$ cat src/rtl/dcm_pkg.sv
// shared constants, mode enumeration and state record of the dual clock mode controller
package dcm_pkg;

    // register byte offsets on the wishbone slave
    localparam logic [3:0] OFS_SYS_ONE    = 4'h0;
    localparam logic [3:0] OFS_SYS_TWO    = 4'h4;
    localparam logic [3:0] OFS_TB_CTRL    = 4'h8;
    localparam logic [3:0] OFS_MODE_STAT  = 4'hc;

    // sys_control_one fields
    localparam int STOP_BIT  = 7;
    localparam int RELM_BIT  = 6;
    localparam int RETM_BIT  = 5;
    // sys_control_two fields
    localparam int FEN_BIT   = 7;
    localparam int SEN_BIT   = 6;
    localparam int CSEL_BIT  = 5;
    localparam int IDLE_BIT  = 4;
    localparam int TGH_BIT   = 2;
    // time_base_control fields
    localparam int TBEN_BIT  = 3;
    // mode status fields
    localparam int ST_FOSC   = 4;
    localparam int ST_SOSC   = 5;
    localparam int ST_IRQ    = 6;

    // reset values of the software visible bytes
    localparam logic [7:0] SYS_ONE_RST = 8'h00;
    localparam logic [7:0] SYS_TWO_RST = 8'h80;
    localparam logic [7:0] TB_CTRL_RST = 8'h00;

    // machine cycle is four periods of the selected oscillator
    localparam logic [1:0] MC_LAST_TICK = 2'h3;
    // slow machine cycle at 32.768 kHz, in microseconds
    localparam int SLOW_MC_US = 122;
    // warm-up length in clk cycles after stop release
    localparam logic [15:0] WARMUP_DEF = 16'h2000;

    typedef enum logic [3:0] {
        single_fast_run,
        dual_fast_run,
        slow_run_fast_on,
        slow_only_run,
        single_idle,
        dual_fast_idle,
        slow_only_idle,
        slow_idle_fast_on,
        fast_base_sleep,
        slow_base_sleep,
        stop_hold,
        stop_warmup
    } dcm_mode_t;

    typedef struct packed {
        dcm_mode_t   mode;
        logic        sel_slow_act;
        logic        clk_sel_req;
        logic        stop;
        logic        relm;
        logic        retm;
        logic        fast_en;
        logic        slow_en;
        logic        idle;
        logic        tg_halt;
        logic        tb_en;
        logic [2:0]  tb_src;
        logic        irq_latch;
        logic        tb_at_entry;
        logic [1:0]  mc_cnt;
        logic        mc_pulse;
        logic        rel_prev;
        logic        tb_prev;
        logic [15:0] warm_cnt;
        logic        ack;
        logic [31:0] dat;
        logic        rst_req;
        logic        resume;
    } dcm_state_t;

    localparam dcm_state_t DCM_RESET_ST = '{mode: single_fast_run, fast_en: 1'b1, default: '0};

endpackage

$ cat src/rtl/dcm_dual_clock_mode_controller.sv
// dual clock operating mode controller with wishbone register access
`timescale 1ns/1ps
`default_nettype none

module dcm_dual_clock_mode_controller #(
    parameter logic [15:0] WARMUP_CYCLES = dcm_pkg::WARMUP_DEF
) (
    // clock and reset
    input  wire logic        clk,
    input  wire logic        reset,
    // wishbone classic slave
    input  wire logic        wb_cyc_i,
    input  wire logic        wb_stb_i,
    input  wire logic        wb_we_i,
    input  wire logic [3:0]  wb_adr_i,
    input  wire logic [3:0]  wb_sel_i,
    input  wire logic [31:0] wb_dat_i,
    output logic             wb_ack_o,
    output logic      [31:0] wb_dat_o,
    // oscillator edge enables and wake sources
    input  wire logic        fast_tick,
    input  wire logic        slow_tick,
    input  wire logic        wake_irq,
    input  wire logic        stop_release_pin,
    input  wire logic [7:0]  tb_sources,
    // cpu interrupt flags
    input  wire logic        interrupt_master_enable,
    input  wire logic        time_base_irq_enable,
    // clock gating and status
    output logic             fast_osc_on,
    output logic             slow_osc_on,
    output logic             slow_pins_dedicated,
    output logic             cpu_clk_en,
    output logic             wdt_clk_en,
    output logic             periph_clk_en,
    output logic             tbt_clk_en,
    output logic             div_low_run,
    output logic             main_clk_slow,
    output logic             machine_cycle,
    output logic             time_base_irq_latch,
    output logic             time_base_irq_take,
    output logic             sys_reset_req,
    output logic             stop_resume
);

    dcm_pkg::dcm_state_t s_r;
    dcm_pkg::dcm_state_t s_nxt;

    logic       tick;
    logic       tb_level;
    logic       tb_fall;
    logic       stop_rel;
    logic       wr_go;
    logic       bad_enables;
    logic [7:0] wr_byte;

    function automatic logic is_run(input dcm_pkg::dcm_mode_t m);
        return (m == dcm_pkg::single_fast_run) || (m == dcm_pkg::dual_fast_run) ||
               (m == dcm_pkg::slow_run_fast_on) || (m == dcm_pkg::slow_only_run);
    endfunction

    function automatic logic divider_stopped(input dcm_pkg::dcm_mode_t m);
        return (m == dcm_pkg::slow_only_run) || (m == dcm_pkg::slow_only_idle) ||
               (m == dcm_pkg::slow_idle_fast_on) || (m == dcm_pkg::slow_base_sleep) ||
               (m == dcm_pkg::stop_hold) || (m == dcm_pkg::stop_warmup);
    endfunction

    function automatic logic is_stopped(input dcm_pkg::dcm_mode_t m);
        return (m == dcm_pkg::stop_hold) || (m == dcm_pkg::stop_warmup);
    endfunction

    assign tick     = s_r.sel_slow_act ? slow_tick : (fast_tick & s_r.fast_en);
    assign tb_level = tb_sources[s_r.tb_src];
    assign tb_fall  = s_r.tb_prev & ~tb_level;
    assign stop_rel = s_r.relm ? stop_release_pin : (stop_release_pin & ~s_r.rel_prev);
    assign wr_go    = wb_cyc_i & wb_stb_i & wb_we_i & s_r.ack & wb_sel_i[0];
    assign wr_byte  = wb_dat_i[7:0];
    // clearing the oscillator that drives the system clock is fatal
    assign bad_enables = wr_go && (wb_adr_i == dcm_pkg::OFS_SYS_TWO) &&
        ((!wr_byte[dcm_pkg::FEN_BIT] && !wr_byte[dcm_pkg::SEN_BIT]) ||
         (!wr_byte[dcm_pkg::FEN_BIT] && !s_r.sel_slow_act) ||
         (!wr_byte[dcm_pkg::SEN_BIT] && s_r.sel_slow_act));

    always_comb begin
        s_nxt          = s_r;
        s_nxt.mc_pulse = 1'b0;
        s_nxt.rst_req  = 1'b0;
        s_nxt.resume   = 1'b0;
        s_nxt.rel_prev = stop_release_pin;
        s_nxt.tb_prev  = tb_level;
        s_nxt.ack      = wb_cyc_i & wb_stb_i & ~s_r.ack;

        // machine cycle counter on the selected oscillator
        if (tick && !is_stopped(s_r.mode)) begin
            s_nxt.mc_cnt = s_r.mc_cnt + 2'h1;
            if (s_r.mc_cnt == dcm_pkg::MC_LAST_TICK) begin
                s_nxt.mc_pulse = 1'b1;
                // source changes only between cycles, never mid-pulse
                if (is_run(s_r.mode) && (s_r.clk_sel_req ? s_r.slow_en : s_r.fast_en)) begin
                    s_nxt.sel_slow_act = s_r.clk_sel_req;
                end
            end
        end

        case (s_r.mode)
            dcm_pkg::single_fast_run, dcm_pkg::dual_fast_run: begin
                if (s_r.stop) begin
                    s_nxt.mode = dcm_pkg::stop_hold;
                end else if (s_r.tg_halt) begin
                    s_nxt.mode        = dcm_pkg::fast_base_sleep;
                    s_nxt.tb_at_entry = s_r.tb_en;
                end else if (s_r.idle) begin
                    s_nxt.mode = s_r.slow_en ? dcm_pkg::dual_fast_idle
                                             : dcm_pkg::single_idle;
                end else if (s_r.sel_slow_act) begin
                    s_nxt.mode = dcm_pkg::slow_run_fast_on;
                end else begin
                    s_nxt.mode = s_r.slow_en ? dcm_pkg::dual_fast_run
                                             : dcm_pkg::single_fast_run;
                end
            end
            dcm_pkg::slow_run_fast_on: begin
                if (s_r.stop) begin
                    s_nxt.mode = dcm_pkg::stop_hold;
                end else if (s_r.tg_halt) begin
                    s_nxt.mode        = dcm_pkg::slow_base_sleep;
                    s_nxt.tb_at_entry = s_r.tb_en;
                end else if (s_r.idle) begin
                    // a fast enable cleared by the idle write idles as slow only
                    s_nxt.mode = s_r.fast_en ? dcm_pkg::slow_idle_fast_on
                                             : dcm_pkg::slow_only_idle;
                end else if (!s_r.sel_slow_act) begin
                    s_nxt.mode = dcm_pkg::dual_fast_run;
                end else if (!s_r.fast_en) begin
                    s_nxt.mode = dcm_pkg::slow_only_run;
                end
            end
            dcm_pkg::slow_only_run: begin
                if (s_r.stop) begin
                    s_nxt.mode = dcm_pkg::stop_hold;
                end else if (s_r.tg_halt) begin
                    s_nxt.mode        = dcm_pkg::slow_base_sleep;
                    s_nxt.tb_at_entry = s_r.tb_en;
                end else if (s_r.idle) begin
                    s_nxt.mode = s_r.fast_en ? dcm_pkg::slow_idle_fast_on
                                             : dcm_pkg::slow_only_idle;
                end else if (s_r.fast_en) begin
                    s_nxt.mode = dcm_pkg::slow_run_fast_on;
                end
            end
            dcm_pkg::single_idle, dcm_pkg::dual_fast_idle,
            dcm_pkg::slow_only_idle, dcm_pkg::slow_idle_fast_on: begin
                if (wake_irq) begin
                    s_nxt.idle = 1'b0;
                    case (s_r.mode)
                        dcm_pkg::single_idle:    s_nxt.mode = dcm_pkg::single_fast_run;
                        dcm_pkg::dual_fast_idle: s_nxt.mode = dcm_pkg::dual_fast_run;
                        dcm_pkg::slow_only_idle: s_nxt.mode = dcm_pkg::slow_only_run;
                        default:                 s_nxt.mode = dcm_pkg::slow_run_fast_on;
                    endcase
                end
            end
            dcm_pkg::fast_base_sleep, dcm_pkg::slow_base_sleep: begin
                // leaves on the edge whatever time_base_enable holds
                if (tb_fall) begin
                    s_nxt.tg_halt = 1'b0;
                    if (s_r.tb_at_entry) begin
                        s_nxt.irq_latch = 1'b1;
                    end
                    if (s_r.mode == dcm_pkg::slow_base_sleep) begin
                        s_nxt.mode    = dcm_pkg::slow_only_run;
                        s_nxt.fast_en = 1'b0;
                    end else begin
                        s_nxt.mode = s_r.slow_en ? dcm_pkg::dual_fast_run
                                                 : dcm_pkg::single_fast_run;
                    end
                end
            end
            dcm_pkg::stop_hold: begin
                // other state is held here; bus writes, ack, read data and edge samplers still update
                if (stop_rel) begin
                    s_nxt.mode     = dcm_pkg::stop_warmup;
                    s_nxt.warm_cnt = 16'h0000;
                end
            end
            dcm_pkg::stop_warmup: begin
                s_nxt.warm_cnt = s_r.warm_cnt + 16'h0001;
                if (s_r.warm_cnt == WARMUP_CYCLES - 16'h0001) begin
                    s_nxt.stop   = 1'b0;
                    s_nxt.resume = 1'b1;
                    s_nxt.mc_cnt = 2'h0;
                    if (s_r.retm) begin
                        s_nxt.mode         = dcm_pkg::slow_only_run;
                        s_nxt.fast_en      = 1'b0;
                        s_nxt.sel_slow_act = 1'b1;
                        s_nxt.clk_sel_req  = 1'b1;
                    end else begin
                        s_nxt.mode         = s_r.slow_en ? dcm_pkg::dual_fast_run
                                                         : dcm_pkg::single_fast_run;
                        s_nxt.sel_slow_act = 1'b0;
                        s_nxt.clk_sel_req  = 1'b0;
                    end
                end
            end
            default: s_nxt.mode = dcm_pkg::single_fast_run;
        endcase

        // register writes commit at the edge that sees ack
        if (wr_go) begin
            case (wb_adr_i)
                dcm_pkg::OFS_SYS_ONE: begin
                    s_nxt.stop = wr_byte[dcm_pkg::STOP_BIT];
                    s_nxt.relm = wr_byte[dcm_pkg::RELM_BIT];
                    s_nxt.retm = wr_byte[dcm_pkg::RETM_BIT];
                end
                dcm_pkg::OFS_SYS_TWO: begin
                    s_nxt.fast_en     = wr_byte[dcm_pkg::FEN_BIT];
                    s_nxt.slow_en     = wr_byte[dcm_pkg::SEN_BIT];
                    s_nxt.clk_sel_req = wr_byte[dcm_pkg::CSEL_BIT];
                    s_nxt.idle        = wr_byte[dcm_pkg::IDLE_BIT];
                    s_nxt.tg_halt     = wr_byte[dcm_pkg::TGH_BIT] & ~wr_byte[dcm_pkg::IDLE_BIT];
                end
                dcm_pkg::OFS_TB_CTRL: begin
                    s_nxt.tb_en  = wr_byte[dcm_pkg::TBEN_BIT];
                    s_nxt.tb_src = wr_byte[2:0];
                end
                dcm_pkg::OFS_MODE_STAT: begin
                    // a latch set in this same cycle survives the clear
                    if (wr_byte[dcm_pkg::ST_IRQ] && !(s_nxt.irq_latch && !s_r.irq_latch)) begin
                        s_nxt.irq_latch = 1'b0;
                    end
                end
                default: s_nxt.irq_latch = s_nxt.irq_latch;
            endcase
        end

        // read data captured with the ack
        if (wb_cyc_i && wb_stb_i && !s_r.ack) begin
            case (wb_adr_i)
                dcm_pkg::OFS_SYS_ONE:
                    s_nxt.dat = {24'h000000, s_r.stop, s_r.relm, s_r.retm, 5'h00};
                dcm_pkg::OFS_SYS_TWO:
                    s_nxt.dat = {24'h000000, s_r.fast_en, s_r.slow_en, s_r.sel_slow_act,
                                 s_r.idle, 1'b0, s_r.tg_halt, 2'h0};
                dcm_pkg::OFS_TB_CTRL:
                    s_nxt.dat = {28'h0000000, s_r.tb_en, s_r.tb_src};
                dcm_pkg::OFS_MODE_STAT:
                    s_nxt.dat = {25'h0000000, s_r.irq_latch, slow_osc_on, fast_osc_on,
                                 s_r.mode};
                default:
                    s_nxt.dat = 32'h00000000;
            endcase
        end

        if (bad_enables) begin
            s_nxt         = dcm_pkg::DCM_RESET_ST;
            s_nxt.rst_req = 1'b1;
        end
    end

    always_ff @(posedge clk) begin
        if (reset) begin
            s_r <= dcm_pkg::DCM_RESET_ST;
        end else begin
            s_r <= s_nxt;
        end
    end

    assign wb_ack_o            = s_r.ack;
    assign wb_dat_o            = s_r.dat;
    assign fast_osc_on         = s_r.fast_en & (s_r.mode != dcm_pkg::stop_hold);
    assign slow_osc_on         = s_r.slow_en & (s_r.mode != dcm_pkg::stop_hold);
    assign slow_pins_dedicated = s_r.slow_en;
    assign cpu_clk_en          = is_run(s_r.mode);
    assign wdt_clk_en          = is_run(s_r.mode);
    assign periph_clk_en       = !is_stopped(s_r.mode) && (s_r.mode != dcm_pkg::fast_base_sleep)
                                 && (s_r.mode != dcm_pkg::slow_base_sleep);
    assign tbt_clk_en          = !is_stopped(s_r.mode);
    assign div_low_run         = !divider_stopped(s_r.mode);
    assign main_clk_slow       = s_r.sel_slow_act;
    assign machine_cycle       = s_r.mc_pulse;
    assign time_base_irq_latch = s_r.irq_latch;
    assign time_base_irq_take  = s_r.irq_latch & interrupt_master_enable &
                                 time_base_irq_enable & s_r.tb_en;
    assign sys_reset_req       = s_r.rst_req;
    assign stop_resume         = s_r.resume;

    chk_pins_dedicated: assert property (@(posedge clk) disable iff (reset)
        (s_r.mode == dcm_pkg::dual_fast_run) |-> slow_pins_dedicated)
        else $error("slow pins released in dual fast run");
    chk_reset_mode: assert property (@(posedge clk)
        $past(reset) |-> (s_r.mode == dcm_pkg::single_fast_run) && !slow_osc_on)
        else $error("reset did not give single fast run");
    chk_switch_boundary: assert property (@(posedge clk) disable iff (reset)
        $changed(s_r.sel_slow_act) && !$past(is_stopped(s_r.mode)) &&
        !$past(bad_enables) |-> s_r.mc_pulse)
        else $error("clock source switched inside a machine cycle");
    chk_slow_only_entry: assert property (@(posedge clk) disable iff (reset)
        (s_r.mode == dcm_pkg::slow_run_fast_on) && !s_r.fast_en && s_r.sel_slow_act &&
        !s_r.stop && !s_r.tg_halt && !s_r.idle && !bad_enables
        |=> (s_r.mode == dcm_pkg::slow_only_run))
        else $error("fast enable clear did not reach slow only run");
    chk_divider_slow: assert property (@(posedge clk) disable iff (reset)
        (s_r.mode == dcm_pkg::slow_only_run) |-> !div_low_run && cpu_clk_en)
        else $error("divider low stages running in slow only run");
    chk_idle_release: assert property (@(posedge clk) disable iff (reset)
        (s_r.mode == dcm_pkg::dual_fast_idle) && wake_irq && !bad_enables
        |=> (s_r.mode == dcm_pkg::dual_fast_run) && !s_r.idle && cpu_clk_en)
        else $error("dual idle release wrong");
    chk_base_sleep_exit: assert property (@(posedge clk) disable iff (reset)
        (s_r.mode == dcm_pkg::slow_base_sleep) && tb_fall && !bad_enables
        |=> (s_r.mode == dcm_pkg::slow_only_run) && !s_r.tg_halt
            && (s_r.irq_latch == $past(s_r.tb_at_entry) || $past(s_r.irq_latch)))
        else $error("base sleep exit wrong");
    chk_stop_osc_off: assert property (@(posedge clk) disable iff (reset)
        (s_r.mode == dcm_pkg::stop_hold) |-> !fast_osc_on && !slow_osc_on && !periph_clk_en)
        else $error("oscillator running in stop");
    chk_bad_enable_reset: assert property (@(posedge clk) disable iff (reset)
        bad_enables |=> sys_reset_req && (s_r.mode == dcm_pkg::single_fast_run))
        else $error("illegal enable write gave no reset");
    chk_irq_take: assert property (@(posedge clk) disable iff (reset)
        time_base_irq_take |-> s_r.tb_en && interrupt_master_enable &&
            time_base_irq_enable && s_r.irq_latch)
        else $error("time base irq serviced without all enables");
    chk_slow_only_idle: assert property (@(posedge clk) disable iff (reset)
        (s_r.mode == dcm_pkg::slow_only_idle) |->
            !fast_osc_on && slow_osc_on && !cpu_clk_en && periph_clk_en && !div_low_run)
        else $error("slow only idle gating wrong");
    chk_slow_idle_fast: assert property (@(posedge clk) disable iff (reset)
        (s_r.mode == dcm_pkg::slow_idle_fast_on) |->
            fast_osc_on && slow_osc_on && !cpu_clk_en && periph_clk_en && !div_low_run)
        else $error("slow idle with fast oscillator gating wrong");
    chk_base_sleep_gates: assert property (@(posedge clk) disable iff (reset)
        (s_r.mode == dcm_pkg::slow_base_sleep) |->
            !cpu_clk_en && !periph_clk_en && tbt_clk_en && !div_low_run)
        else $error("base sleep clock gating wrong");
    chk_fast_sleep_exit: assert property (@(posedge clk) disable iff (reset)
        (s_r.mode == dcm_pkg::fast_base_sleep) && tb_fall && !wr_go
        |=> cpu_clk_en && div_low_run && !s_r.tg_halt)
        else $error("fast base sleep exit wrong");
    chk_stop_resume: assert property (@(posedge clk) disable iff (reset)
        stop_resume |-> cpu_clk_en && !s_r.stop && !is_stopped(s_r.mode))
        else $error("stop resume pulse outside a run mode");
    chk_wb_ack_pulse: assert property (@(posedge clk) disable iff (reset)
        wb_ack_o |=> !wb_ack_o)
        else $error("ack held longer than one cycle");

endmodule

`default_nettype wire

$ cat config.mk
export PLATFORM = sky130hd
export DESIGN_NAME = dcm_dual_clock_mode_controller
export DESIGN_NICKNAME = d
export VERILOG_FILES = /design/src/rtl/dcm_pkg.sv /design/src/rtl/dcm_dual_clock_mode_controller.sv
export SDC_FILE = /design/constraint.sdc
export NUM_CORES = 1
export LEC_CHECK = 0
export BUFFER_PORTS_ARGS = -buffer_cell sky130_fd_sc_hd__buf_4
export CORE_MARGIN = 1.5
export CORE_UTILIZATION = 30
export DETAILED_ROUTE_END_ITERATION = 8
export PLACE_DENSITY = 0.56
export SYNTH_ARGS = -nofsm -noshare
export SYNTH_HDL_FRONTEND = slang
export SYNTH_SLANG_ARGS = --single-unit
$ cat constraint.sdc
create_clock -name clk -period 2.2 [get_ports clk]
set_clock_uncertainty 0.1 [all_clocks]
set_input_delay 0.11 -clock clk [delete_from_list [all_inputs] [get_ports clk]]
set_output_delay 0.11 -clock clk [all_outputs]
set_load 0.01 [all_outputs]
== Yosys cells after proc, flatten, opt, wreduce, memory -nomap -nowiden ==
Cells that the tools add are included.

* Register bits after elaboration: 75
* Bits of input ports: 59
* Output and inout port bits: 47
* Word-level logic and storage cells: 182

* Add/subtract/negate cells: 2
* Order comparisons: 1
* Eq/ne operators: 25
* Multiplexer cells: 62
* Bitwise operators: 21
* Reduce and logical (&&, ||, !) cells: 48

{| class="wikitable"
|+ Operator list
! cell !! count
|-
| $mux 4 || 18
|-
| $pmux 16 s2 || 1
|-
| $pmux 8 s4 || 1
|-
| $pmux 4 s7 || 1
|-
| $mux 1 || 27
|-
| $eq 4x4->1 const B || 6
|-
| $eq 4x3->1 const B || 5
|-
| $add 16x1->16 const B || 1
|-
| $eq 16x13->1 const B || 1
|-
| $mux 16 || 1
|-
| $and 1x1->1 || 14
|-
| $logic_and 1x1->1 || 13
|-
| $mux 13 || 1
|-
| $ne 4x4->1 const B || 3
|-
| $logic_or 1x1->1 || 11
|-
| $mux 2 || 5
|-
| $mux 3 || 3
|-
| $eq 4x2->1 const B || 2
|-
| $logic_not 1->1 || 8
|-
| $logic_not 4->1 || 2
|-
| $ne 2x2->1 const B || 4
|-
| $reduce_and 2->1 || 4
|-
| $reduce_or 4->1 || 2
|-
| $mux 7 || 1
|-
| other kinds (15) || 24
|}

== Depth between registers and ports, before layout ==
Gate-level depths: netlist of the first run.

* Depth after elaboration: 12
* Depth in mapped cells: 7
* Gate-level depth less buffers: 6

== Worst setup path before layout of the first run ==
Ideal clock, no wire load.

* Path type: register to register
* From: register s_r[35] (netlist name)
* To: register s_r[65] (netlist name)
* Setup time: 0.120 ns
* Arrival time: 1.601 ns
* Data required time: 1.980 ns
* Setup slack: 0.380 ns
* Cell stages (with the launch flop): 7
* Path buffers: 0
* Clock period less this slack: 1.820 ns
* Cells stage by stage: dfxtp_1 > ha_1 > nand3_1 > nor3_2 > and4_2 > a2111oi_0 > a211o_1

* Longest elaborated chain between the ends: 5

{| class="wikitable"
|+ RTL lines
! element !! line !! source
|-
| start, declared || dcm_dual_clock_mode_controller.sv:46 || <nowiki>dcm_pkg::dcm_state_t s_r;</nowiki>
|-
| start signal, assigned || dcm_dual_clock_mode_controller.sv:263 || <nowiki>s_r <= dcm_pkg::DCM_RESET_ST;</nowiki>
|-
| start signal, assigned || dcm_dual_clock_mode_controller.sv:265 || <nowiki>s_r <= s_nxt;</nowiki>
|-
| $eq 16x13->1 (*) || dcm_dual_clock_mode_controller.sv:188 || <nowiki>if (s_r.warm_cnt == WARMUP_CYCLES - 16'h0001) begin</nowiki>
|-
| $mux 1 (*) || dcm_dual_clock_mode_controller.sv:188 ||
|-
| $pmux 1 s2 (*) || dcm_dual_clock_mode_controller.sv:105 || <nowiki>case (s_r.mode)</nowiki>
|-
| $mux 4 || dcm_dual_clock_mode_controller.sv:210 || <nowiki>case (wb_adr_i)</nowiki>
|-
| $mux 13 (*) || dcm_dual_clock_mode_controller.sv:209 || <nowiki>if (wr_go) begin</nowiki>
|}

Mark *: on every way between the ends. The rest lies on a longest branch, timed or not.
A chain may end at the register's enable or synchronous reset.

== Final worst setup path of the first run ==
* From: register s_r[35] (netlist name)
* To: register s_r[72] (netlist name)

* Longest elaborated chain between the ends: 3

{| class="wikitable"
|+ RTL lines
! element !! line
|-
| $eq 16x13->1 || dcm_dual_clock_mode_controller.sv:188
|-
| $ne 2x2->1 (no line) || --
|-
| $reduce_and 6->1 (no line) || --
|}

No other way between the ends.

==> impl_metrics.py, run 1 <==
metrics = {
    "detailed_routing": {
        "antenna_violating_nets_post_route": 0,
        "drt-total-wl_um": 7720,
        "dr_total_vias": 2753,
        "per_cell_via_count_in_the_routed_design": 4.96,
        "initialDrtViolationCount": 238,
        "firstDrtPassIters": 4,
        "wire_per_inst_um": 13.9,
        "drc_violation_count_after_routing": 0,
    },
    "worst_setup_path": {
        "cp-startpoint": "s_r[35]",
        "cp_arrival_ns": 2.16,
        "slowest_cell_delay_on_critical_path_ns": 0.41,
        "critPathCapture": "s_r[72]",
        "crit_type": "flop to flop",
        "worst-endpoint-required_ns": 2.32,
        "crit-reg2reg-launch": "s_r[35]",
        "path_max_fanout": 7,
        "endpoint_class_of_the_critical_path": "flop",
        "worst_r2r_endpoint": "s_r[72]",
        "reg2reg_setup_slack_ns": 0.17,
        "path_cells": "ha_1, nand3_1, nor3b_4, a311o_2, o211ai_2, o31ai_2",
        "start_kind": "flop",
        "worst_r2r_path_depth": 6,
        "cp_slowest_cell": "nor3b_4",
    },
    "timing": {
        "period_minus_slack_ns": 2.03,
        "hold_slack_ns": 0.0665,
        "hold_fails_final_rpt": 0,
        "achievable-frequency_ghz": 0.491,
        "finalSetupViolCount": 0,
        "final_period_util": 0.925,
        "totalNegativeSetupSlack_ns": 0,
        "slew_headroom": 0.638,
        "rsz0062_at_grt": "no",
        "worst_slew_pin_slew_ns": 0.541,
        "slew_violations": 0,
    },
    "final_layout": {
        "num-nets-final": 482,
        "drive_above_1_share": 0.227,
        "finalNonFillerCells": 555,
        "area_delta_synth_final_pct": 19.7,
        "fillCellCount": 1033,
        "antenna_cells": 0,
        "postLayoutCellArea_sq_um": 3680,
    },
    "power_and_ir_drop": {
        "cell_internal_pwr_mw": 1.26,
        "vdd_drop_max_uv": 237,
        "power_leakage_nw": 1.48,
        "switchingPower_mw": 0.391,
        "seq_power_share": 0.564,
        "pwr-share-comb": 0.093,
        "power.density_nw_per_um2": 449,
        "p_clk_frac": 0.343,
        "swShare": 0.237,
    },
    "global_route": {
        "first_pass_grt_wire_length_um": 13100,
        "grt_start_max_net_pins": 47,
        "overflow": 0,
        "groute.usage.overall": 0.145,
        "antenna_found_initial": 0,
        "grt_pass1_vias": 2602,
    },
    "logic_synthesis": {
        "ys_async_sr_fraction": 0,
        "ys_dominant_reg_cell": "dfxtp_1",
        "post_synth.cell_area_avg_sq_um": 8.43,
        "synth_top_family_by_area": "simple AND/OR/NAND/NOR gates",
        "post_synth_instance_area_sq_um": 3080,
        "synthesis.yosys.warnings": 0,
        "number_of_storage_elements_in_the_synthesis_netlist": 51,
        "synth_compound_gate_area_share": 0.207,
        "synth-simple-area-share": 0.241,
        "yosys.area_share.adder": 0.00813,
        "synth.distinct_cells": 65,
        "yosys-mux-area-fraction": 0.0773,
        "synth_cells": 365,
        "synth.yosys.seq_area_share": 0.332,
        "synth-edff-count": 0,
        "yosys.area_share.xor_xnor": 0.00285,
    },
    "clocking": {
        "clock_sinks": 51,
        "post_cts_resize_count": 0,
        "cts_buffer_depth": 2,
        "clock_insertion_delay_worst_skew_ns": 0.30,
        "cts_tree": "done",
        "clk_transition_reported_paths_ns": 0.10,
        "post_cts_buffers": 0,
        "tritoncts.num_buffers": 5,
        "cts-hold-fix-buffers": 10,
        "clk_root_buffer_cell": "clkbuf_8",
        "htree_num_levels": 2,
    },
    "floorplanning": {
        "core-area_sq_um": 9860,
        "fp.dieW_um": 104,
        "io_pins": 106,
        "fp.dieArea_sq_um": 10900,
        "initial_utilization": 0.312,
        "fp-row-count": 36,
        "die-height_um": 104,
    },
    "hold_path": {
        "min-delay-start": "wake_irq",
        "path_type_of_the_worst_min_delay_path": "input pin to flop",
    },
    "job": {
        "number_of_max_capacitance_violations_reported": 0,
    },
    "placement": {
        "dpl_cell_area_sq_um": 3490,
        "detailedPlacementHpwl_um": 5550,
        "post-place-cells": 537,
        "place.port_buffers": 54,
        "gp_congestion": 0.782,
    },
    "outcome": {
        "run_status": "completed",
    },
}
worst min-delay path by stage:
stage	to	slack (ns)	depth (start not counted)
after floorplan	sys_reset_req	0.08	1
after global placement	sys_reset_req	0.19	2
after detailed placement	sys_reset_req	0.19	2
after CTS	s_r[73]	0.05	4
after global routing	s_r[73]	0.08	4
final	s_r[73]	0.07	4
cells in the mapped netlist (3+ instances only):
| master | instances | share of area |
|---|---|---|
| dfxtp_1 | 51 | 0.33 |
| nor2_1 | 49 | 0.060 |
| buf_4 | 35 | 0.085 |
| a21oi_1 | 22 | 0.036 |
| o21ai_0 | 19 | 0.031 |
| nand2_1 | 18 | 0.022 |
| mux2i_1 | 17 | 0.055 |
| nand3_1 | 10 | 0.016 |
| nand3b_1 | 9 | 0.022 |
| clkbuf_1 | 7 | 0.0085 |
| a22oi_1 | 6 | 0.015 |
| inv_1 | 6 | 0.0073 |
| mux2_2 | 6 | 0.022 |
| nor2b_1 | 6 | 0.012 |
| a311oi_1 | 5 | 0.014 |
| a41oi_1 | 5 | 0.014 |
| or3_1 | 5 | 0.010 |
| a211oi_1 | 4 | 0.0098 |
| a31oi_1 | 4 | 0.0081 |
| a32oi_1 | 4 | 0.011 |
| and3_1 | 4 | 0.0081 |
| buf_1 | 4 | 0.0049 |
| nor3_1 | 4 | 0.0065 |
| nor3b_1 | 4 | 0.0098 |
| a22o_1 | 3 | 0.0085 |
| and2_1 | 3 | 0.0061 |
| and4_1 | 3 | 0.0085 |
| buf_2 | 3 | 0.0049 |
| nand2b_1 | 3 | 0.0061 |
| nand4_1 | 3 | 0.0061 |
registers in the layout, summed over array words and instances (netlist names):
register             count
s_r                     36
wb_dat_o                 8
machine_cycle            1
main_clk_slow            1
slow_pins_dedicated      1
stop_resume              1
sys_reset_req            1
time_base_irq_latch      1
wb_ack_o                 1
worst max-delay path, delay by kind of cell, from the launching register on:
kind | cells | cell delay, ns
DFF | 1 | 0.40
and+or+nand+nor | 2 | 0.65
AOI/OAI and AO/OA | 3 | 0.61
adders and majority gates | 1 | 0.21
logic make-up (layout without fill, tap and decap cells):
group | count (synthesis) | count (layout)
buf+inv | 60 | 94
mux | 23 | 23
fa+ha+maj | 2 | 2
flops | 51 | 51
compound gates | 92 | 92
xor+xnor | 1 | 1
other cells | 1 | 24
simple gates | 135 | 135
placed cells by master, fill, tap and decap left out, types with 2 or more instances in the layout:
| cell type | synthesis | routed |
|---|---|---|
| buf_4 | 35 | 69 |
| dfxtp_1 | 51 | 51 |
| nor2_1 | 49 | 49 |
| conb_1 | 1 | 24 |
| a21oi_1 | 22 | 22 |
| o21ai_0 | 19 | 19 |
| nand2_1 | 18 | 18 |
| mux2i_1 | 17 | 17 |
| nand3_1 | 10 | 10 |
| dlygate4sd3_1 | 0 | 10 |
| nand3b_1 | 9 | 9 |
| nor2b_1 | 6 | 6 |
| inv_1 | 6 | 6 |
| a22oi_1 | 6 | 6 |
| mux2_2 | 6 | 6 |
| clkbuf_8 | 2 | 6 |
| a41oi_1 | 5 | 5 |
| a311oi_1 | 5 | 5 |
| or3_1 | 5 | 5 |
| nor3b_1 | 4 | 4 |
| and3_1 | 4 | 4 |
| nor3_1 | 4 | 4 |
| a32oi_1 | 4 | 4 |
| a211oi_1 | 4 | 4 |
| a31oi_1 | 4 | 4 |
| nand2b_1 | 3 | 3 |
| and4_1 | 3 | 3 |
| and2_1 | 3 | 3 |
| nand4_1 | 3 | 3 |
| a22o_1 | 3 | 3 |
| o21a_1 | 2 | 2 |
| or2_2 | 2 | 2 |
| a211o_1 | 2 | 2 |
| o31ai_1 | 2 | 2 |
| o211ai_1 | 2 | 2 |
| ha_1 | 2 | 2 |
power by group through the flow:
stage                     registers [mW]  clock network (mW)  logic, mW
after global placement             0.954                   0      0.136
after global routing               0.934               0.632      0.168
after floorplan                    0.954                   0      0.104
after detailed placement           0.955                   0      0.138
after CTS                          0.933               0.597      0.153
final                              0.933               0.567      0.153
through the flow:
stage / util / power (mW) / setup slack (ns)
detailed placement: 0.354 / 1.09 / 0.183
global placement: 0.354 / 1.09 / 0.225
CTS: 0.373 / 1.68 / 0.170
floorplan: - / 1.06 / 0.380
global route: 0.373 / 1.73 / 0.0144
finish: 0.373 / 1.65 / 0.165
routing by layer:
metal	GRT usage	part of all wire	wire length, um
met1	0.207	0.50	3880
met2	0.229	0.45	3470
met3	0.0207	0.037	283
met4	0.0387	0.011	86
met5	0	0	0
layout make-up:
cell class,count,area (sq um),area share
multi-input cells,277,1740,0.472
flip-flops and latches,51,1020,0.277
repair buffers,80,638,0.173
well taps,133,166,0.0452
clock buffers,7,86.3,0.0234
inverters,6,22.5,0.00611
clock inverters,1,8.76,0.00238
(Power assumes the default switching activity.)
==> inputs of run 2 (changes only) <==
clock period = 2 ns   (was 2.2 ns; I/O delays follow)
==> impl_metrics.py, run 2 (synthesis gave the netlist of run 1 again) <==
metrics = {
    "floorplanning": {
        "fp.dieArea_sq_um": 10900,
        "io_pins": 106,
        "core-area_sq_um": 9860,
        "die-height_um": 104,
        "fp.dieW_um": 104,
        "fp-row-count": 36,
        "initial_utilization": 0.312,
    },
    "timing": {
        "finalSetupViolCount": 0,
        "hold_slack_ns": 0.0764,
        "rsz0062_at_grt": "no",
        "achievable-frequency_ghz": 0.546,
        "slew_violations": 0,
        "hold_fails_final_rpt": 0,
        "final_period_util": 0.915,
        "totalNegativeSetupSlack_ns": 0,
        "period_minus_slack_ns": 1.83,
    },
    "clocking": {
        "cts_buffer_depth": 2,
        "clk_root_buffer_cell": "clkbuf_8",
        "htree_num_levels": 2,
        "clk_transition_reported_paths_ns": 0.10,
        "clock_insertion_delay_worst_skew_ns": 0.31,
        "clock_sinks": 51,
        "cts_tree": "done",
        "tritoncts.num_buffers": 5,
    },
    "detailed_routing": {
        "per_cell_via_count_in_the_routed_design": 5.04,
        "antenna_violating_nets_post_route": 0,
        "wire_per_inst_um": 14.4,
        "firstDrtPassIters": 4,
        "drc_violation_count_after_routing": 0,
        "drt-total-wl_um": 8180,
        "initialDrtViolationCount": 91,
        "dr_total_vias": 2851,
    },
    "worst_setup_path": {
        "endpoint_class_of_the_critical_path": "flop",
        "start_kind": "flop",
        "cp_arrival_ns": 1.94,
        "worst-endpoint-required_ns": 2.11,
        "path_max_fanout": 10,
        "crit_type": "flop to flop",
    },
    "final_layout": {
        "fillCellCount": 1016,
        "flip_flop_count_of_the_largest_register_after_layout": 36,
        "area_delta_synth_final_pct": 22.9,
        "top_register": "s_r",
        "num-nets-final": 494,
        "drive_above_1_share": 0.256,
        "utilization": 0.383,
        "layout_common_cells": "buf_4 (81), dfxtp_1 (50), nor2_1 (49)",
        "antenna_cells": 0,
        "layout_commonest_cell": "buf_4",
    },
    "placement": {
        "gp_congestion": 0.830,
        "detailedPlacementHpwl_um": 6000,
        "place.port_buffers": 54,
    },
    "global_route": {
        "groute.usage.overall": 0.151,
        "grt_start_max_net_pins": 28,
        "overflow": 0,
        "first_pass_grt_wire_length_um": 13400,
        "grt_pass1_vias": 2649,
        "antenna_found_initial": 0,
    },
    "power_and_ir_drop": {
        "cell_internal_pwr_mw": 1.35,
        "pwr-share-comb": 0.096,
        "p_clk_frac": 0.333,
        "swShare": 0.251,
        "power_leakage_nw": 1.56,
        "vdd_drop_max_uv": 294,
        "seq_power_share": 0.571,
        "switchingPower_mw": 0.453,
        "power.density_nw_per_um2": 476,
    },
    "outcome": {
        "run_status": "completed",
    },
    "hold_path": {
        "path_type_of_the_worst_min_delay_path": "input pin to flop",
    },
    "job": {
        "number_of_max_capacitance_violations_reported": 0,
    },
}
==> run 2: worst max-delay path: stages, from the launching register on <==
cell	delay, ns
dfxtp_1	0.53
nand3b_2	0.31
or2_2	0.47
o21ai_0	0.23
a21oi_1	0.09
==> run 2: final cells by class <==
cell class / instances / area [sq um] / area share
clock inverter: 2 / 13.8 / 0.00364
timing repair buffer: 92 / 728 / 0.193
multi-input combinational: 277 / 1760 / 0.465
sequential: 51 / 1020 / 0.270
inverter: 6 / 22.5 / 0.00596
clock buffer: 5 / 68.8 / 0.0182
tap: 133 / 166 / 0.0440
==> run 2: final timing paths <==
kind	slack, ns	to	cells past startpoint	startpoint
max	0.17	s_r[47]	4	s_r[72]
min	0.08	wb_dat_o[1]	3	wb_adr_i[3]
max reg2reg	0.17	s_r[47]	4	s_r[72]
min reg2reg	0.40	time_base_irq_latch	2	s_r[56]
==> run 2: layer usage <==
| metal | routed length, um | global-route usage | vias up |
|---|---|---|---|
| met1 | 4060 | 0.212 | 1360 |
| met5 | 0 | 0 | - |
| li1 | - | - | 1410 |
| met3 | 327 | 0.0238 | 7 |
| met2 | 3700 | 0.237 | 74 |
| met4 | 87 | 0.0437 | 0 |
==> run 2: power by group through the flow <==
stage	combinational, mW	clock [mW]	sequential [mW]
floorplan	0.114	0	1.05
global placement	0.154	0	1.05
detailed placement	0.156	0	1.05
CTS	0.172	0.622	1.03
global route	0.188	0.647	1.03
finish	0.173	0.600	1.03
==> run 2: stage by stage <==
| stage | cell area, sq um | power (mW) | cells | worst slack, ns |
|---|---|---|---|---|
| after CTS | 3750 | 1.82 | 565 | 0.0655 |
| after global placement | 3570 | 1.20 | 548 | 0.124 |
| final | 3780 | 1.80 | 566 | 0.170 |
| after floorplan | 3160 | 1.16 | 388 | 0.180 |
| after detailed placement | 3570 | 1.21 | 548 | 0.101 |
| after global routing | 3780 | 1.86 | 566 | 0.0487 |
==> run 2: what timing repair did <==
item / in CTS / in global routing
endpoints found under the hold margin: 14 / 0
hold buffers: 10 / 0
buffers inserted: 0 / 1
gates resized for setup: 0 / 5
setup endpoints to repair: 0 / 7
==> inputs of run 3 (changes only) <==
ABC_AREA = 1   (was default)
CORE_ASPECT_RATIO = 1.5   (was default)
==> impl_metrics.py, run 3 <==
metrics = {
    "logic_synthesis": {
        "synth.distinct_cells": 34,
        "yosys.area_share.xor_xnor": 0.00279,
        "synth.yosys.seq_area_share": 0.325,
        "synth.top_cell.area_share": 0.325,
        "yosys.area_share.adder": 0.00796,
        "post_synth_instance_area_sq_um": 3140,
        "synth_top_family_by_area": "simple AND/OR/NAND/NOR gates",
        "ys_async_sr_fraction": 0,
        "synth-edff-count": 0,
        "synthTopCellsByArea": "dfxtp_1 (32%), nand2_1 (13%), buf_4 (8.4%), a21oi_1 (7.0%), nand3_1 (6.8%)",
        "synth_compound_gate_area_share": 0.141,
        "synth_cells": 475,
        "yosys-mux-area-fraction": 0.00319,
        "ys_dominant_reg_cell": "dfxtp_1",
        "number_of_storage_elements_in_the_synthesis_netlist": 51,
        "post_synth.cell_area_avg_sq_um": 6.61,
        "synthesis.yosys.warnings": 0,
        "yosys.cell_count.top_type": "nand2_1",
        "post-synth-top-area-cell": "dfxtp_1",
        "synthTopCellsByCount": "nand2_1 (108), dfxtp_1 (51), nor2_1 (46)",
        "synth-simple-area-share": 0.357,
    },
    "clocking": {
        "clk_root_buffer_cell": "clkbuf_16",
        "htree_num_levels": 2,
        "clk_transition_reported_paths_ns": 0.07,
        "cts_tree": "done",
        "clock_insertion_delay_worst_skew_ns": 0.29,
        "clock_sinks": 51,
        "post_cts_resize_count": 0,
        "tritoncts.num_buffers": 5,
        "cts_buffer_depth": 2,
    },
    "worst_setup_path": {
        "worst-endpoint-required_ns": 1.80,
        "reg2reg_setup_slack_ns": 0.22,
        "endpoint_class_of_the_critical_path": "output port",
        "crit_type": "flop to output port",
        "start_kind": "flop",
        "path_cells": "inv_2, nand2_1, nor2_1, a211oi_1, buf_4",
        "crit-reg2reg-launch": "s_r[35]",
        "cp_top_family": "flip-flops",
        "worst_r2r_path_depth": 10,
        "slowest_cell_delay_on_critical_path_ns": 0.44,
        "cp_slowest_cell": "dfxtp_1",
        "worstPathBufferInverterCount": 2,
        "worst_r2r_endpoint": "s_r[69]",
        "path_max_fanout": 6,
        "cp_arrival_ns": 1.61,
    },
    "floorplanning": {
        "fp.dieW_um": 86.6,
        "io_pins": 106,
        "core-area_sq_um": 10100,
        "fp-row-count": 45,
        "die-height_um": 128,
        "fp.dieArea_sq_um": 11100,
        "initial_utilization": 0.310,
    },
    "hold_path": {
        "min-delay-start": "wake_irq",
        "end_of_the_worst_hold_path": "s_r[63]",
        "timing.hold.worst_path_depth": 4,
        "path_type_of_the_worst_min_delay_path": "input pin to flop",
    },
    "final_layout": {
        "finalNonFillerCells": 653,
        "drive_above_1_share": 0.198,
        "postLayoutCellArea_sq_um": 3790,
        "layout_common_cells": "nand2_1 (108), buf_4 (62), dfxtp_1 (51)",
        "num-nets-final": 596,
        "fillCellCount": 1092,
        "antenna_cells": 0,
        "area_delta_synth_final_pct": 20.6,
        "flip_flop_count_of_the_largest_register_after_layout": 36,
        "top_register": "s_r",
        "layout_commonest_cell": "nand2_1",
    },
    "global_route": {
        "grt_pass1_vias": 2917,
        "grt_start_max_net_pins": 19,
        "first_pass_grt_wire_length_um": 13400,
        "antenna_found_initial": 0,
        "groute.usage.overall": 0.152,
        "overflow": 0,
    },
    "timing": {
        "final_period_util": 0.907,
        "hold_slack_ns": 0.00193,
        "achievable-frequency_ghz": 0.551,
        "worst_slew_pin_slew_ns": 0.684,
        "slew_violations": 0,
        "rsz0062_at_grt": "no",
        "totalNegativeSetupSlack_ns": 0,
        "slew_headroom": 0.544,
        "period_minus_slack_ns": 1.81,
        "finalSetupViolCount": 0,
        "hold_fails_final_rpt": 0,
    },
    "power_and_ir_drop": {
        "power_leakage_nw": 1.62,
        "power.density_nw_per_um2": 548,
        "p_clk_frac": 0.423,
        "switchingPower_mw": 0.475,
        "seq_power_share": 0.495,
        "pwr-share-comb": 0.082,
        "cell_internal_pwr_mw": 1.60,
        "p_total_mw": 2.08,
        "vdd_drop_max_uv": 279,
        "swShare": 0.229,
    },
    "placement": {
        "detailedPlacementHpwl_um": 6710,
        "post-place-cells": 636,
        "gp_congestion": 0.884,
        "place.port_buffers": 54,
        "dpl_cell_area_sq_um": 3550,
    },
    "detailed_routing": {
        "per_cell_via_count_in_the_routed_design": 4.85,
        "wire_per_inst_um": 13.0,
        "firstDrtPassIters": 4,
        "dr_total_vias": 3165,
        "drt-total-wl_um": 8490,
        "initialDrtViolationCount": 107,
        "drc_violation_count_after_routing": 0,
        "antenna_violating_nets_post_route": 0,
    },
    "outcome": {
        "run_status": "completed",
    },
    "job": {
        "number_of_max_capacitance_violations_reported": 0,
    },
}
-- run 3: cell types whose count changed after synthesis, moves of 8 or more --
cell,before,now
nand2_1,18,108
inv_1,6,43
nand3_1,10,43
a21oi_1,22,44
mux2i_1,17,1
inv_2,0,13
nand3b_1,9,0
nand4_1,3,11
-- run 3: layout make-up --
cell class	count	area, sq um	share of cell area
clock inverter	1	8.76	0.00231
timing repair buffer	71	556	0.147
inverter	58	218	0.0575
multi-input combinational	348	1700	0.448
tap	117	146	0.0386
sequential	51	1020	0.269
clock buffer	7	143	0.0376
-- run 3: worst min-delay path: stages --
cell      delay [ns]
buf_4           0.09
nand2_1         0.05
nand2_1         0.05
a211oi_1        0.06
-- run 3: worst max-delay path by stage --
stage	startpoint	endpoint	slack, ns	cells after the start
6_report	s_r[74]	div_low_run	0.19	5
5_1_grt	stop_release_pin	s_r[49]	0.02	9
4_1_cts	s_r[74]	div_low_run	0.19	5
3_5_place_dp	s_r[35]	s_r[69]	0.22	10
3_3_place_gp	s_r[35]	s_r[69]	0.27	10
2_1_floorplan	s_r[35]	s_r[69]	0.43	10
-- run 3: power by group through the flow --
stage	registers (mW)	clock network, mW	logic (mW)
detailed placement	1.05	0	0.156
finish	1.03	0.878	0.171
global placement	1.05	0	0.154
floorplan	1.05	0	0.117
CTS	1.03	0.913	0.171
global route	1.03	0.948	0.189
-- run 3: logic make-up (layout without fill, tap and decap cells) --
logic type / count (synthesis) / after routing
adders and majority gates: 2 / 2
buffers and inverters: 99 / 137
xor gates and xnor gates: 1 / 1
other: 1 / 24
DFF: 51 / 51
AOI/OAI and AO/OA: 81 / 81
muxes: 1 / 1
and+or+nand+nor: 239 / 239
-- run 3: timing repair --
item | CTS | global route
hold endpoints to repair | 11 | 0
buffers inserted | 0 | 0
hold buffers | 9 | 0
-- run 3: layer usage --
metal | part of all wire | global-route usage
met1 | 0.39 | 0.159
met2 | 0.56 | 0.296
met3 | 0.041 | 0.0276
met4 | 0.0097 | 0.0550
met5 | 0 | 0
-- run 3: metrics by stage --
step	setup slack (ns)	utilization
final	0.186	0.374
after global routing	0.0151	0.374
after CTS	0.186	0.374
after detailed placement	0.219	0.350
after global placement	0.275	0.350
after floorplan	0.426	-
